--- config.mk ---
export PLATFORM = sky130hd
export DESIGN_NAME = camera_io_line_routing
export DESIGN_NICKNAME = d
export VERILOG_FILES = /design/src/inc/io_routing_pkg.sv /design/src/hw/camera_io_line_routing.sv
export SDC_FILE = /design/constraint.sdc
export NUM_CORES = 1
export LEC_CHECK = 0
export BUFFER_PORTS_ARGS = -buffer_cell sky130_fd_sc_hd__buf_2
export CAP_MARGIN = 20
export CELL_PAD_IN_SITES_DETAIL_PLACEMENT = 0
export CELL_PAD_IN_SITES_GLOBAL_PLACEMENT = 1
export CORE_ASPECT_RATIO = 0.75
export CORE_MARGIN = 5
export CORE_UTILIZATION = 29
export CTS_CLUSTER_DIAMETER = 120
export DETAILED_ROUTE_END_ITERATION = 6
export PLACE_DENSITY_LB_ADDON = 0.1
export SLEW_MARGIN = 20
export SYNTH_ARGS = -nofsm -noshare
export SYNTH_HDL_FRONTEND = slang
export SYNTH_SLANG_ARGS = --single-unit
--- constraint.sdc ---
create_clock -name clk_i -period 1.45 [get_ports clk_i]
set_input_delay 0 -clock clk_i [delete_from_list [all_inputs] [get_ports clk_i]]
set_output_delay 0 -clock clk_i [all_outputs]
set_load 0.05 [all_outputs]
--- src/inc/io_routing_pkg.sv ---
// constants shared by the camera i/o line routing block
`default_nettype none
package io_routing_pkg;
	// ==============================================================
	// register byte offsets
	localparam logic [3:0] OFS_CTRL     = 4'h0; // mode control
	localparam logic [3:0] OFS_OUT_SRC  = 4'h4; // output line sources
	localparam logic [3:0] OFS_TRIG_SEL = 4'h8; // trigger input select
	localparam logic [3:0] OFS_STATUS   = 4'hC; // live line status
	localparam int         ADDR_LSB     = 0;    // decoded address low bit
	localparam int         ADDR_MSB     = 3;    // decoded address high bit
	// ==============================================================
	// line counts
	localparam int N_IN  = 2; // physical input lines
	localparam int N_OUT = 4; // physical output lines
	// ==============================================================
	// field positions
	localparam int CTRL_LEGACY_BIT  = 0;  // 1 = legacy acquisition mode
	localparam int SRC_W            = 2;  // width of one source field
	localparam int FRM_LINE_LSB     = 0;  // frame start line code
	localparam int FRM_FALL_BIT     = 2;  // frame start on falling edge
	localparam int ACQ_LINE_LSB     = 8;  // acquisition start line code
	localparam int ACQ_FALL_BIT     = 10; // acquisition start falling edge
	localparam int ST_IN_LSB        = 0;  // synced input levels
	localparam int ST_OUT_LSB       = 2;  // driven output levels
	localparam int ST_EXP_BIT       = 6;  // exposure active level
	localparam int ST_RDY_BIT       = 7;  // trigger ready level
	// ==============================================================
	// output source codes
	localparam logic [1:0] SRC_EXPOSURE = 2'h0; // exposure active
	localparam logic [1:0] SRC_TRIG_RDY = 2'h1; // next trigger ready
	localparam logic [1:0] SRC_ACQ_WAIT = 2'h2; // acquisition trigger wait
	localparam logic [1:0] SRC_OFF      = 2'h3; // driver held off
	// ==============================================================
	// trigger line codes
	localparam logic [1:0] TL_DEFAULT = 2'h0; // line given by the mode
	localparam logic [1:0] TL_LINE1   = 2'h1; // input line one
	localparam logic [1:0] TL_LINE2   = 2'h2; // input line two
	localparam logic [1:0] TL_NONE    = 2'h3; // no line assigned
	// ==============================================================
	// reset values
	localparam logic [0:0]  RST_CTRL     = 1'h0;   // standard mode
	localparam logic [7:0]  RST_OUT_SRC  = 8'hF4;  // exp, rdy, off, off
	localparam logic [10:0] RST_TRIG_SEL = 11'h000; // defaults, rising
	// ==============================================================
	// bus encodings
	localparam logic [1:0] HTRANS_NONSEQ = 2'h2; // htrans bit 1 marks a transfer
	localparam logic       HRESP_OKAY    = 1'h0; // only response given
endpackage : io_routing_pkg
`default_nettype wire

--- src/hw/camera_io_line_routing.sv ---
// camera opto i/o line routing with an ahb-lite register slave
//
// Implementation choices: the AHB-Lite slave port and the register addresses.
`timescale 1ns/1ps
`default_nettype none

// Overview of operation
// - two input lines, each selectable source
// - four output lines, own source each
// - driver conducts on one, off on zero
// - output one defaults to exposure active
// - output two defaults to trigger ready
// - trigger ready marks earliest next trigger
// - exposure active high during exposure
// - output sources reprogrammable at run time
// - input line edges start acquisition
// - standard mode: line one frame start
// - standard mode: line two acquisition start
// - legacy mode: line one acquisition start
// - one line per trigger, new replaces
module camera_io_line_routing
(
	input  wire logic        clk_i,                 // 20 mhz camera clock
	input  wire logic        rst_i,                 // synchronous reset, high
	input  wire logic        hsel_i,                // slave select
	input  wire logic [31:0] haddr_i,               // byte address
	input  wire logic [1:0]  htrans_i,              // transfer type
	input  wire logic        hwrite_i,              // write when high
	input  wire logic [2:0]  hsize_i,               // transfer size
	input  wire logic [31:0] hwdata_i,              // write data
	input  wire logic        hready_i,              // bus ready
	output logic      [31:0] hrdata_o,              // read data
	output logic             hreadyout_o,           // slave ready
	output logic             hresp_o,               // response
	input  wire logic [1:0]  in_line_i,             // opto input lines
	input  wire logic        exposure_active_out_i, // core exposure level
	input  wire logic        next_trigger_ready_i,  // core trigger ready
	input  wire logic        acq_trigger_wait_i,    // core acq wait level
	output logic      [3:0]  line_out_o,            // opto output drivers
	output logic             external_hw_trigger_frame_o, // frame start pulse
	output logic             external_hw_trigger_acq_o,   // acq start pulse
	output logic             legacy_mode_o          // legacy mode level
);

	// ==============================================================
	// decode helpers
	// resolve a trigger line code to a one-hot input mask
	function automatic logic [1:0] line_mask(input logic [1:0] code,
		input logic [1:0] dflt);
		logic [1:0] c;
		c = (code == io_routing_pkg::TL_DEFAULT) ? dflt : code;
		case (c)
			io_routing_pkg::TL_LINE1: line_mask = 2'h1; // line one
			io_routing_pkg::TL_LINE2: line_mask = 2'h2; // line two
			default:                  line_mask = 2'h0; // unassigned
		endcase
	endfunction

	// pick the wanted edge of the selected line
	function automatic logic edge_hit(input logic [1:0] mask,
		input logic fall, input logic [1:0] now, input logic [1:0] old);
		logic [1:0] e;
		e = fall ? (old & ~now) : (now & ~old);
		edge_hit = |(e & mask);
	endfunction

	// ==============================================================
	// bus address phase capture
	logic        act_q;      // data phase pending
	logic        act_d;      // next pending flag
	logic        wr_q;       // pending transfer is a write
	logic        wr_d;       // next write flag
	logic [3:0]  adr_q;      // pending byte address
	logic [3:0]  adr_d;      // next byte address
	logic        take;       // address phase accepted now

	// a transfer is taken on any selected nonseq or seq with ready high
	always_comb
	begin
		take  = hsel_i & hready_i & htrans_i[1];
		act_d = take;
		wr_d  = take & hwrite_i;
		adr_d = take ? haddr_i[io_routing_pkg::ADDR_MSB:io_routing_pkg::ADDR_LSB]
			: adr_q;
	end

	// address phase registers
	always_ff @(posedge clk_i)
	begin
		if (rst_i)
		begin
			act_q <= 1'b0;
			wr_q  <= 1'b0;
			adr_q <= 4'h0;
		end
		else
		begin
			act_q <= act_d;
			wr_q  <= wr_d;
			adr_q <= adr_d;
		end
	end

	// ==============================================================
	// control registers
	logic        legacy_q;   // acquisition mode
	logic        legacy_d;   // next mode
	logic [7:0]  out_src_q;  // per output source fields
	logic [7:0]  out_src_d;  // next source fields
	logic [10:0] trig_sel_q; // trigger line selections
	logic [10:0] trig_sel_d; // next trigger selections
	logic        wdo;        // write data phase now

	// writes land in the data phase; one field per trigger, so a new
	// line code simply overwrites the old assignment
	always_comb
	begin
		wdo        = act_q & wr_q;
		legacy_d   = legacy_q;
		out_src_d  = out_src_q;
		trig_sel_d = trig_sel_q;
		if (wdo)
		begin
			case (adr_q)
				io_routing_pkg::OFS_CTRL:
					legacy_d = hwdata_i[io_routing_pkg::CTRL_LEGACY_BIT];
				io_routing_pkg::OFS_OUT_SRC:
					out_src_d = hwdata_i[7:0];
				io_routing_pkg::OFS_TRIG_SEL:
					trig_sel_d = hwdata_i[10:0];
				default:
					legacy_d = legacy_q; // unmapped or status: ignored
			endcase
		end
	end

	// control state, reset to the power-up defaults
	always_ff @(posedge clk_i)
	begin
		if (rst_i)
		begin
			legacy_q   <= io_routing_pkg::RST_CTRL[0];
			out_src_q  <= io_routing_pkg::RST_OUT_SRC;
			trig_sel_q <= io_routing_pkg::RST_TRIG_SEL;
		end
		else
		begin
			legacy_q   <= legacy_d;
			out_src_q  <= out_src_d;
			trig_sel_q <= trig_sel_d;
		end
	end

	// ==============================================================
	// input synchronisers and edge history
	logic [1:0]  sync1_q;    // first stage, read only by stage two
	logic [1:0]  sync2_q;    // second stage, safe to use
	logic [1:0]  prev_q;     // previous synced level
	logic [1:0]  frm_mask;   // input feeding frame start
	logic [1:0]  acq_mask;   // input feeding acquisition start
	logic [1:0]  frm_dflt;   // mode default for frame start
	logic [1:0]  acq_dflt;   // mode default for acquisition start
	logic        frm_d;      // next frame start pulse
	logic        acq_d;      // next acquisition start pulse
	logic        frm_q;      // frame start pulse
	logic        acq_q;      // acquisition start pulse

	// mode defaults and edge detection on the second stage only
	always_comb
	begin
		// standard: line one frames, line two acquisitions
		frm_dflt = legacy_q ? io_routing_pkg::TL_NONE
			: io_routing_pkg::TL_LINE1;
		acq_dflt = legacy_q ? io_routing_pkg::TL_LINE1
			: io_routing_pkg::TL_LINE2;
		frm_mask = line_mask(trig_sel_q[io_routing_pkg::FRM_LINE_LSB +: 2],
			frm_dflt);
		acq_mask = line_mask(trig_sel_q[io_routing_pkg::ACQ_LINE_LSB +: 2],
			acq_dflt);
		// legacy mode has no frame start trigger
		frm_d = ~legacy_q & edge_hit(frm_mask,
			trig_sel_q[io_routing_pkg::FRM_FALL_BIT], sync2_q, prev_q);
		acq_d = edge_hit(acq_mask,
			trig_sel_q[io_routing_pkg::ACQ_FALL_BIT], sync2_q, prev_q);
	end

	// two stage synchroniser, history and trigger pulse flops
	always_ff @(posedge clk_i)
	begin
		if (rst_i)
		begin
			sync1_q <= 2'h0;
			sync2_q <= 2'h0;
			prev_q  <= 2'h0;
			frm_q   <= 1'b0;
			acq_q   <= 1'b0;
		end
		else
		begin
			sync1_q <= in_line_i;
			sync2_q <= sync1_q;
			prev_q  <= sync2_q;
			frm_q   <= frm_d;
			acq_q   <= acq_d;
		end
	end

	// ==============================================================
	// output line routing
	logic [3:0]  line_d;     // next output levels
	logic [3:0]  line_q;     // registered output levels

	// one source multiplexer per output line
	genvar g;
	generate
		for (g = 0; g < io_routing_pkg::N_OUT; g = g + 1)
		begin : g_out
			always_comb
			begin
				case (out_src_q[g*io_routing_pkg::SRC_W +: 2])
					io_routing_pkg::SRC_EXPOSURE:
						line_d[g] = exposure_active_out_i;
					io_routing_pkg::SRC_TRIG_RDY:
						line_d[g] = next_trigger_ready_i;
					io_routing_pkg::SRC_ACQ_WAIT:
						line_d[g] = acq_trigger_wait_i & ~legacy_q;
					default:
						line_d[g] = 1'b0; // driver off
				endcase
			end
		end
	endgenerate

	// a one drives the transistor into conduction, a zero turns it off
	always_ff @(posedge clk_i)
	begin
		if (rst_i)
			line_q <= 4'h0;
		else
			line_q <= line_d;
	end

	// ==============================================================
	// read data
	logic [31:0] rd_d;       // next read data
	logic [31:0] rd_q;       // read data in data phase
	logic [7:0]  status;     // live status word

	// read mux uses next values so a read right after a write sees it
	always_comb
	begin
		status = '0;
		status[io_routing_pkg::ST_IN_LSB +: 2]  = sync2_q;
		status[io_routing_pkg::ST_OUT_LSB +: 4] = line_q;
		status[io_routing_pkg::ST_EXP_BIT]      = exposure_active_out_i;
		status[io_routing_pkg::ST_RDY_BIT]      = next_trigger_ready_i;
		rd_d = rd_q;
		if (take & ~hwrite_i)
		begin
			case (haddr_i[io_routing_pkg::ADDR_MSB:io_routing_pkg::ADDR_LSB])
				io_routing_pkg::OFS_CTRL:     rd_d = {31'h0, legacy_d};
				io_routing_pkg::OFS_OUT_SRC:  rd_d = {24'h0, out_src_d};
				io_routing_pkg::OFS_TRIG_SEL: rd_d = {21'h0, trig_sel_d};
				io_routing_pkg::OFS_STATUS:   rd_d = {24'h0, status};
				default:                      rd_d = 32'h0; // unmapped
			endcase
		end
	end

	// read data register
	always_ff @(posedge clk_i)
	begin
		if (rst_i)
			rd_q <= 32'h0;
		else
			rd_q <= rd_d;
	end

	// ==============================================================
	// outputs
	assign hrdata_o    = rd_q;
	assign hreadyout_o = 1'b1; // zero wait states
	assign hresp_o     = io_routing_pkg::HRESP_OKAY;
	assign line_out_o  = line_q;
	assign external_hw_trigger_frame_o = frm_q;
	assign external_hw_trigger_acq_o   = acq_q;
	assign legacy_mode_o = legacy_q;

endmodule // camera_io_line_routing

`default_nettype wire

==> qor.yml, run 1 <==
async_flop_share: 0
synth_commonest_cells: "49 x dfxtp_1, 25 x buf_4, 25 x nor2_1, 18 x a21oi_1, 18 x o21ai_0"
r2r.worst_path.cells: 5
routed_wl_mm: 7.35
grt_max_degree: 25
period_share: 1.03
synth_warnings: 0
synth.ff_latch_count: 49
drive_above_1_share: 0.335
min_path_type: "in2reg"
max-vdd-ir-drop_mv: 0.377
first_pass_iters: 4
whs_endpoint: "adr_q[1]$_SDFFE_PP0P_"
cp.arrival_ns: 1.67
final-setup-viol-count: 4
drtIter0Drc: 84
min_path_cells: 3
synth-edff-count: 0
tightest_slew_ns: 0.510
fin_cells: 466
m1WireLength_mm: 3.72
fmax_ghz: 0.671
min_period_ns: 1.49
routedWlPerCell_um: 15.8
critPathLaunchType: "flop"
yosys.area.top_type_share: 0.400
syn_inst: 279
seq_area_frac_synth: 0.400
hpwlAfterDp_mm: 5.24
met2_length_mm: 3.03
max-cap-violations: 0
fill_cells: 876
antenna_found_initial: 0
rrSetupSlack_ns: -0.04
place.gp.congestion: 0.734
vias_per_cell: 4.77
die_y_um: 89.6
ioPinCount: 120
violations: "negative setup slack"
hp-start: "haddr_i[1]"
ant_nets: 0
power.density_nw_per_um2: 909
synth_area_sq_um: 2450
required_ns: 1.63
drc: 0
fin_skew_ns: 0.00441
diodes: 0
regArea_sq_um: 991
root_buffer: "clkbuf_16"
rr_endpoint: "hrdata_o[0]$_SDFFE_PP0P_"
vias: 2222
syn_area_per_cell_sq_um: 8.79
grt_pass1_wl_mm: 11.4
synth.area.top_cells: "dfxtp_1 40%, buf_4 7.7%, mux2i_1 4.5%"
worstSetupEndpointType: "flop"
clock_latency_ns: 0.29
maxSlewViolCount: 0
port_buffers: 43
outcome: "complete, but fails checks"
hold_viol_final: 0
clk_pin_slew_ns: 0.06
post-route-util: 0.394
crit_fanout: 5
p_leak_nw: 1.35
highest_layer: "met4"
grt_pass1_vias: 2189
clkSinkCount: 49
place_inst: 443
rows: 29
worst_slack_ns: -0.0403
critPathLaunch: "adr_q[1]$_SDFFE_PP0P_"
syn_to_final_growth_pct: 34.1
yosysMostFrequentCell: "dfxtp_1"
h-tree-depth: 2
grt.total_usage: 0.147
rsz0062_at_grt: "true"
reg2reg_from: "adr_q[1]$_SDFFE_PP0P_"
criticalPathCategory: "reg2reg"
cts_tree: "done"
clk_path_buf_depth: 2
core_area_sq_um: 8350
grt-ovfl-total: 0
max_slew_margin: 0.660
multi_input_area_sq_um: 1360
ys.flop_type: "dfxtp_1"
met3_length_um: 459
yosys.cell_types.count: 43
yosys.area.top_type: "dfxtp_1"
nNetsFinal: 436
cts_buffers: 5
die_w_um: 116
initial_utilization: 0.294
dieArea_sq_um: 10400
[logic make-up after synthesis]
group                  after synthesis  share of synthesized area
AOI/OAI and AO/OA                   83                      0.236
and+or+nand+nor                     89                      0.201
buffers and inverters               45                      0.115
other                                2                    0.00306
DFF                                 49                      0.400
muxes                               11                     0.0449
[state kept, by name, summed over array words and instances (netlist names)]
register                     count
hrdata_o                        11
sync2_q                          2
trig_sel_q                      11
line_out_o                       4
adr_q                            4
out_src_q                        8
legacy_mode_o                    1
prev_q                           2
act_q                            1
external_hw_trigger_frame_o      1
wr_q                             1
external_hw_trigger_acq_o        1
sync1_q                          2
[cells in the final DEF (no fill, tap or decap), types with 2 or more instances in the layout]
cell type      netlist  routed
a21boi_0             6       3
a21boi_2             0       3
a21o_1              14      14
a21oi_1             18      16
a21oi_2              0       2
a22oi_1              2       2
a41oi_1              3       3
a41oi_2              4       4
and3_1               7       3
and3_4               0       4
buf_2                3      43
buf_4               25      31
buf_6                2       3
clkbuf_16            0       6
clkbuf_8             0       2
conb_1               2      23
dfxtp_1             49      45
dfxtp_2              0       2
dfxtp_4              0       2
dlygate4sd3_1        0       8
inv_1                7       7
mux2i_1             11      10
nand2_1             10       9
nand2b_1             5       4
nand3_1             11      10
nand3b_1             2       2
nand4_1              8       8
nor2_1              25      25
nor2b_1              6       6
o21ai_0             18      11
o21ai_1              5      11
o21ba_2              2       2
o22ai_1              4       4
o32ai_1              3       2
or3_1                5       5
[report_power, final]
part	internal, W	total [W]	switching (W)
Clock	0.000731	0.00124	0.000511
Sequential	0.00136	0.00137	0.0000118
Combinational	0.0000990	0.000376	0.000277
[through the flow]
step | worst slack, ns | area [sq um] | TNS [ns] | total power (W) | hold WS [ns]
5_1_grt | -0.114 | 3290 | -1.41 | 0.00311 | 0.0477
4_1_cts | -0.0202 | 3180 | -0.0202 | 0.00303 | 0.00953
6_report | -0.0403 | 3290 | -0.0904 | 0.00299 | 0.0176
3_5_place_dp | -0.0519 | 2880 | -0.324 | 0.00176 | 0.216
2_1_floorplan | 0.0216 | 2530 | 0 | 0.00168 | 0.122
3_3_place_gp | -0.0237 | 2880 | -0.0421 | 0.00176 | 0.213
[layout make-up]
| type | count | area share |
|---|---|---|
| timing repair buffer | 88 | 0.189 |
| clock inverter | 1 | 0.00152 |
| tap | 108 | 0.0411 |
| sequential | 49 | 0.301 |
| clock buffer | 7 | 0.0464 |
| multi-input combinational | 206 | 0.412 |
| inverter | 7 | 0.00799 |
[metal layers]
| metal | GRT usage | vias to the layer above |
|---|---|---|
| li1 | - | 1116 |
| met1 | 0.209 | 1040 |
| met2 | 0.209 | 56 |
| met3 | 0.0342 | 10 |
| met4 | 0.0717 | 0 |
| met5 | 0 | - |
[timing repair]
action | CTS | global route
hold endpoints to repair | 8 | 0
gates cloned | 1 | 1
hold buffers | 8 | 0
setup endpoints to repair | 14 | 25
gates resized for setup | 12 | 27
pin swaps | 4 | 6
setup buffers | 4 | 1
[critical path, cell delays in order (launching register included)]
cell	delay (ns)
dfxtp_4	0.35
nor4bb_4	0.29
buf_6	0.17
nand2_2	0.08
mux2i_1	0.13
o41a_1	0.36
[how the worst max path moves through the flow]
stage | endpoint | slack, ns | cells past startpoint
floorplan | hrdata_o[0]$_SDFFE_PP0P_ | 0.02 | 5
global placement | hrdata_o[10]$_SDFFE_PP0P_ | -0.02 | 5
detailed placement | hrdata_o[10]$_SDFFE_PP0P_ | -0.05 | 5
CTS | hrdata_o[0]$_SDFFE_PP0P_ | -0.02 | 5
global route | hrdata_o[9]$_SDFFE_PP0P_ | -0.11 | 6
finish | hrdata_o[0]$_SDFFE_PP0P_ | -0.04 | 5
Note: power is estimated with default switching activity, not from simulation.
==> run 2, diff against run 1 <==
--- a/config.mk
+++ b/config.mk
@@ -11,7 +11,7 @@
 export CELL_PAD_IN_SITES_GLOBAL_PLACEMENT = 1
 export CORE_ASPECT_RATIO = 0.75
 export CORE_MARGIN = 5
-export CORE_UTILIZATION = 29
+export CORE_UTILIZATION = 30
 export CTS_CLUSTER_DIAMETER = 120
 export DETAILED_ROUTE_END_ITERATION = 6
 export PLACE_DENSITY_LB_ADDON = 0.1
==> constraint.sdc (replaced) <==
create_clock -name clk_i -period 1.8 [get_ports clk_i]
set_input_delay 0 -clock clk_i [delete_from_list [all_inputs] [get_ports clk_i]]
set_output_delay 0 -clock clk_i [all_outputs]
set_load 0.05 [all_outputs]
==> qor.yml, run 2 (same netlist as run 1, synthesis figures left out) <==
h-tree-depth: 2
final-setup-viol-count: 0
min_period_ns: 1.63
vias_per_cell: 4.80
cp.arrival_ns: 1.79
rsz0062_at_grt: "false"
max_slew_margin: 0.491
routedWlPerCell_um: 15.5
place_inst: 424
met3_usage: 0.0273
period_share: 0.903
fmax_ghz: 0.615
fill_cells: 869
antenna_found_initial: 0
grt-ovfl-total: 0
clock_latency_ns: 0.31
crit_fanout: 15
grt-busiest-layer: "met1"
tns_ns: 0
nNetsFinal: 419
cts_setup_buffers: 0
clkSinkCount: 49
drtIter0Drc: 62
grt.total_usage: 0.142
dieArea_sq_um: 10100
hold_viol_final: 0
layout_commonest_cell: "dfxtp_1"
port_buffers: 43
placed_area_sq_um: 2740
hold_slack_ns: 0.00392
max-cap-violations: 0
grt_max_degree: 41
grt_pass1_wl_mm: 10.9
clk_pin_slew_ns: 0.09
initial_utilization: 0.310
maxSlewViolCount: 0
grt_pass1_vias: 2025
criticalPathCategory: "reg2reg"
core_area_sq_um: 7920
drc: 0
ant_nets: 0
ioPinCount: 120
p_leak_nw: 1.22
cts_tree: "done"
place.gp.congestion: 0.764
clk_path_buf_depth: 2
power.density_nw_per_um2: 714
final_area_sq_um: 2980
cts_buffers: 5
routed_wl_mm: 6.91
vias: 2142
critPathLaunchType: "flop"
root_buffer: "clkbuf_8"
first_pass_iters: 4
drive_above_1_share: 0.226
use_met2: 0.204
worstSetupEndpointType: "flop"
max-vdd-ir-drop_mv: 0.291
die_w_um: 114
min_path_type: "in2reg"
layout_common_cells: "49 x dfxtp_1, 43 x buf_2, 25 x nor2_1, 23 x conb_1"
outcome: "finished, final reports clean"
die_y_um: 88.3
fin_skew_ns: 0.00765
rows: 28
syn_to_final_growth_pct: 21.7
tightest_slew_ns: 0.764
grtUsageMet1: 0.210
diodes: 0
required_ns: 1.97
fin_cells: 446
hpwlAfterDp_mm: 4.96
## run 2: changes by cell type in the layout (fill, tap and decap cells not counted), sizes merged
cell	change
buf	-22
dlygate4sd3	+6
clkbuf	-1
## run 2: layout make-up
class,count,area [sq um],area share
repair buffers,71,460,0.154
clock inverters,1,5.00,0.00168
flip-flops and latches,49,981,0.329
well taps,105,131,0.0440
inverters,7,26.3,0.00881
clock buffers,7,96.3,0.0323
multi-input cells,206,1280,0.430
## run 2: worst paths after layout
check / from / slack (ns) / to / cells after the start
max: adr_q[0]$_SDFFE_PP0P_ / 0.17 / hrdata_o[10]$_SDFFE_PP0P_ / 5
min: haddr_i[0] / 0.004 / adr_q[0]$_SDFFE_PP0P_ / 3
max reg2reg: adr_q[0]$_SDFFE_PP0P_ / 0.17 / hrdata_o[10]$_SDFFE_PP0P_ / 5
min reg2reg: sync1_q[0]$_SDFF_PP0_ / 0.45 / sync2_q[0]$_SDFF_PP0_ / 1
## run 2: critical path, stage by stage (launching register included)
cell and delay, ns:
dfxtp_1 0.36, nor4bb_4 0.36, buf_4 0.27, nand2_2 0.12, mux2i_1 0.27, o32ai_1 0.12
## run 2: per-layer routing
layer / vias to the layer above / part of all wire
met1: 991 / 0.50
met3: 10 / 0.077
met4: 0 / 0.017
met2: 69 / 0.41
met5: - / 0
li1: 1072 / -
## run 2: what timing repair did
item	CTS	global route
hold buffers	14	0
hold endpoints to repair	14	0
gates resized for setup	0	0
## run 2: through the flow
stage	setup slack, ns	total power, W	utilization
floorplan	0.372	0.00135	-
global placement	0.206	0.00140	0.346
detailed placement	0.203	0.00140	0.346
CTS	0.179	0.00216	0.377
global route	0.0265	0.00224	0.377
finish	0.174	0.00213	0.377
## run 2: where the power goes
group	switching (W)	internal [W]
logic	0.000215	0.0000784
registers	0.0000103	0.00110
clock network	0.000382	0.000348
==> run 3, diff against run 2 <==
--- a/config.mk
+++ b/config.mk
@@ -14,7 +14,7 @@
 export CORE_UTILIZATION = 30
 export CTS_CLUSTER_DIAMETER = 120
 export DETAILED_ROUTE_END_ITERATION = 6
-export PLACE_DENSITY_LB_ADDON = 0.1
+export PLACE_DENSITY = 0.85
 export SLEW_MARGIN = 20
 export SYNTH_ARGS = -nofsm -noshare
 export SYNTH_HDL_FRONTEND = slang
==> qor.yml, run 3 (same netlist as run 1, synthesis figures left out) <==
routedWlPerCell_um: 14.6
diodes: 0
ant_nets: 0
drc: 0
clock_latency_ns: 0.30
layout_commonest_cell: "dfxtp_1"
rsz0062_at_grt: "false"
grt-ovfl-total: 0
antenna_found_initial: 0
tightest_slew_ns: 0.876
core_area_sq_um: 7920
dp_slack_ns: 0.155
vias_per_cell: 4.87
hpwlAfterDp_mm: 4.66
tns_ns: 0
worst_slack_ns: 0.188
ioPinCount: 120
placed_area_sq_um: 2700
p_leak_nw: 1.19
final_area_sq_um: 2940
critPathLaunch: "haddr_i[1]"
hp-start: "haddr_i[0]"
drtIter0Drc: 131
period_share: 0.896
dieArea_sq_um: 10100
min_path_cells: 3
final-setup-viol-count: 0
fin_skew_ns: 0.0124
place.gp.congestion: 0.805
place_inst: 419
syn_to_final_growth_pct: 20.0
drive_above_1_share: 0.218
r2r.worst_path.cells: 5
fin_cells: 440
h-tree-depth: 2
die_y_um: 88.3
worstSetupEndpointType: "flop"
cts_setup_buffers: 0
power.density_nw_per_um2: 716
clk_pin_slew_ns: 0.09
nNetsFinal: 413
port_buffers: 43
fmax_ghz: 0.620
vias: 2142
cts_buffers: 5
layout_common_cells: "49 x dfxtp_1, 43 x buf_2, 25 x nor2_1, 23 x conb_1"
min_path_type: "in2reg"
critPathLaunchType: "primary input"
root_buffer: "clkbuf_8"
cp.arrival_ns: 1.84
max-vdd-ir-drop_mv: 0.445
maxSlewViolCount: 0
grt_max_degree: 50
total_power_w: 0.00211
max_slew_margin: 0.416
grt_pass1_vias: 2042
initial_utilization: 0.310
required_ns: 2.03
die_w_um: 114
crit_fanout: 8
clk_path_buf_depth: 2
first_pass_iters: 4
criticalPathCategory: "in2reg"
hold_viol_final: 0
reg2reg_from: "wr_q$_SDFF_PP0_"
min_period_ns: 1.61
cts_tree: "done"
routed_wl_mm: 6.41
rows: 28
outcome: "finished, final reports clean"
max-cap-violations: 0
grt_pass1_wl_mm: 10.1
grt.total_usage: 0.127
clkSinkCount: 49
run 3: changes by cell type in the layout (fill, tap and decap cells not counted), sizes merged:
cell and delta:
buf -5, dlygate4sd3 -1
run 3: through the flow:
step                      utilization  hold WS (ns)
after floorplan                     -         0.122
after global placement          0.341         0.224
after detailed placement        0.341         0.230
after CTS                       0.371        0.0103
after global routing            0.371        0.0319
final                           0.371        0.0231
run 3: area by class of cell:
type	count	area [sq um]
clock buffer	7	96.3
clock inverter	1	5.00
fill	845	4980
inverter	7	26.3
multi-input combinational	206	1290
sequential	49	981
tap	105	131
timing repair buffer	65	413
run 3: where the power goes:
group	switching (W)	leakage (nW)	internal [W]	total, W
Combinational	0.000212	0.738	0.0000734	0.000285
Sequential	0.0000105	0.397	0.00110	0.00111
Clock	0.000366	0.0542	0.000348	0.000714
Total	0.000589	1.19	0.00152	0.00211
run 3: path summary, 6_finish.rpt:
check                                   end  slack [ns]
hold / removal        adr_q[0]$_SDFFE_PP0P_        0.02
hold reg to reg       sync2_q[1]$_SDFF_PP0_        0.44
setup reg to reg  hrdata_o[10]$_SDFFE_PP0P_        0.20
setup / recovery   hrdata_o[3]$_SDFFE_PP0P_        0.19
run 3: critical path, cell delays in order:
cell	delay (ns)
dlygate4sd3_1	0.54
buf_2	0.15
nor2_1	0.36
nand3b_1	0.37
a21o_1	0.28
a41oi_1	0.14
run 3: what timing repair did:
item | CTS | global route
endpoints found under the setup margin | 0 | 1
hold buffers | 13 | 0
resized for setup | 0 | 1
endpoints found under the hold margin | 13 | 0
run 3: per-layer routing:
metal  share of wire  wire length [um]  vias up  global-route usage
met4          0.0067                43        0              0.0324
met2            0.41              2640       90               0.188
li1                -                 -     1066                   -
met3            0.12               748        5              0.0362
met5               0                 0        -                   0
met1            0.46              2980      981               0.182
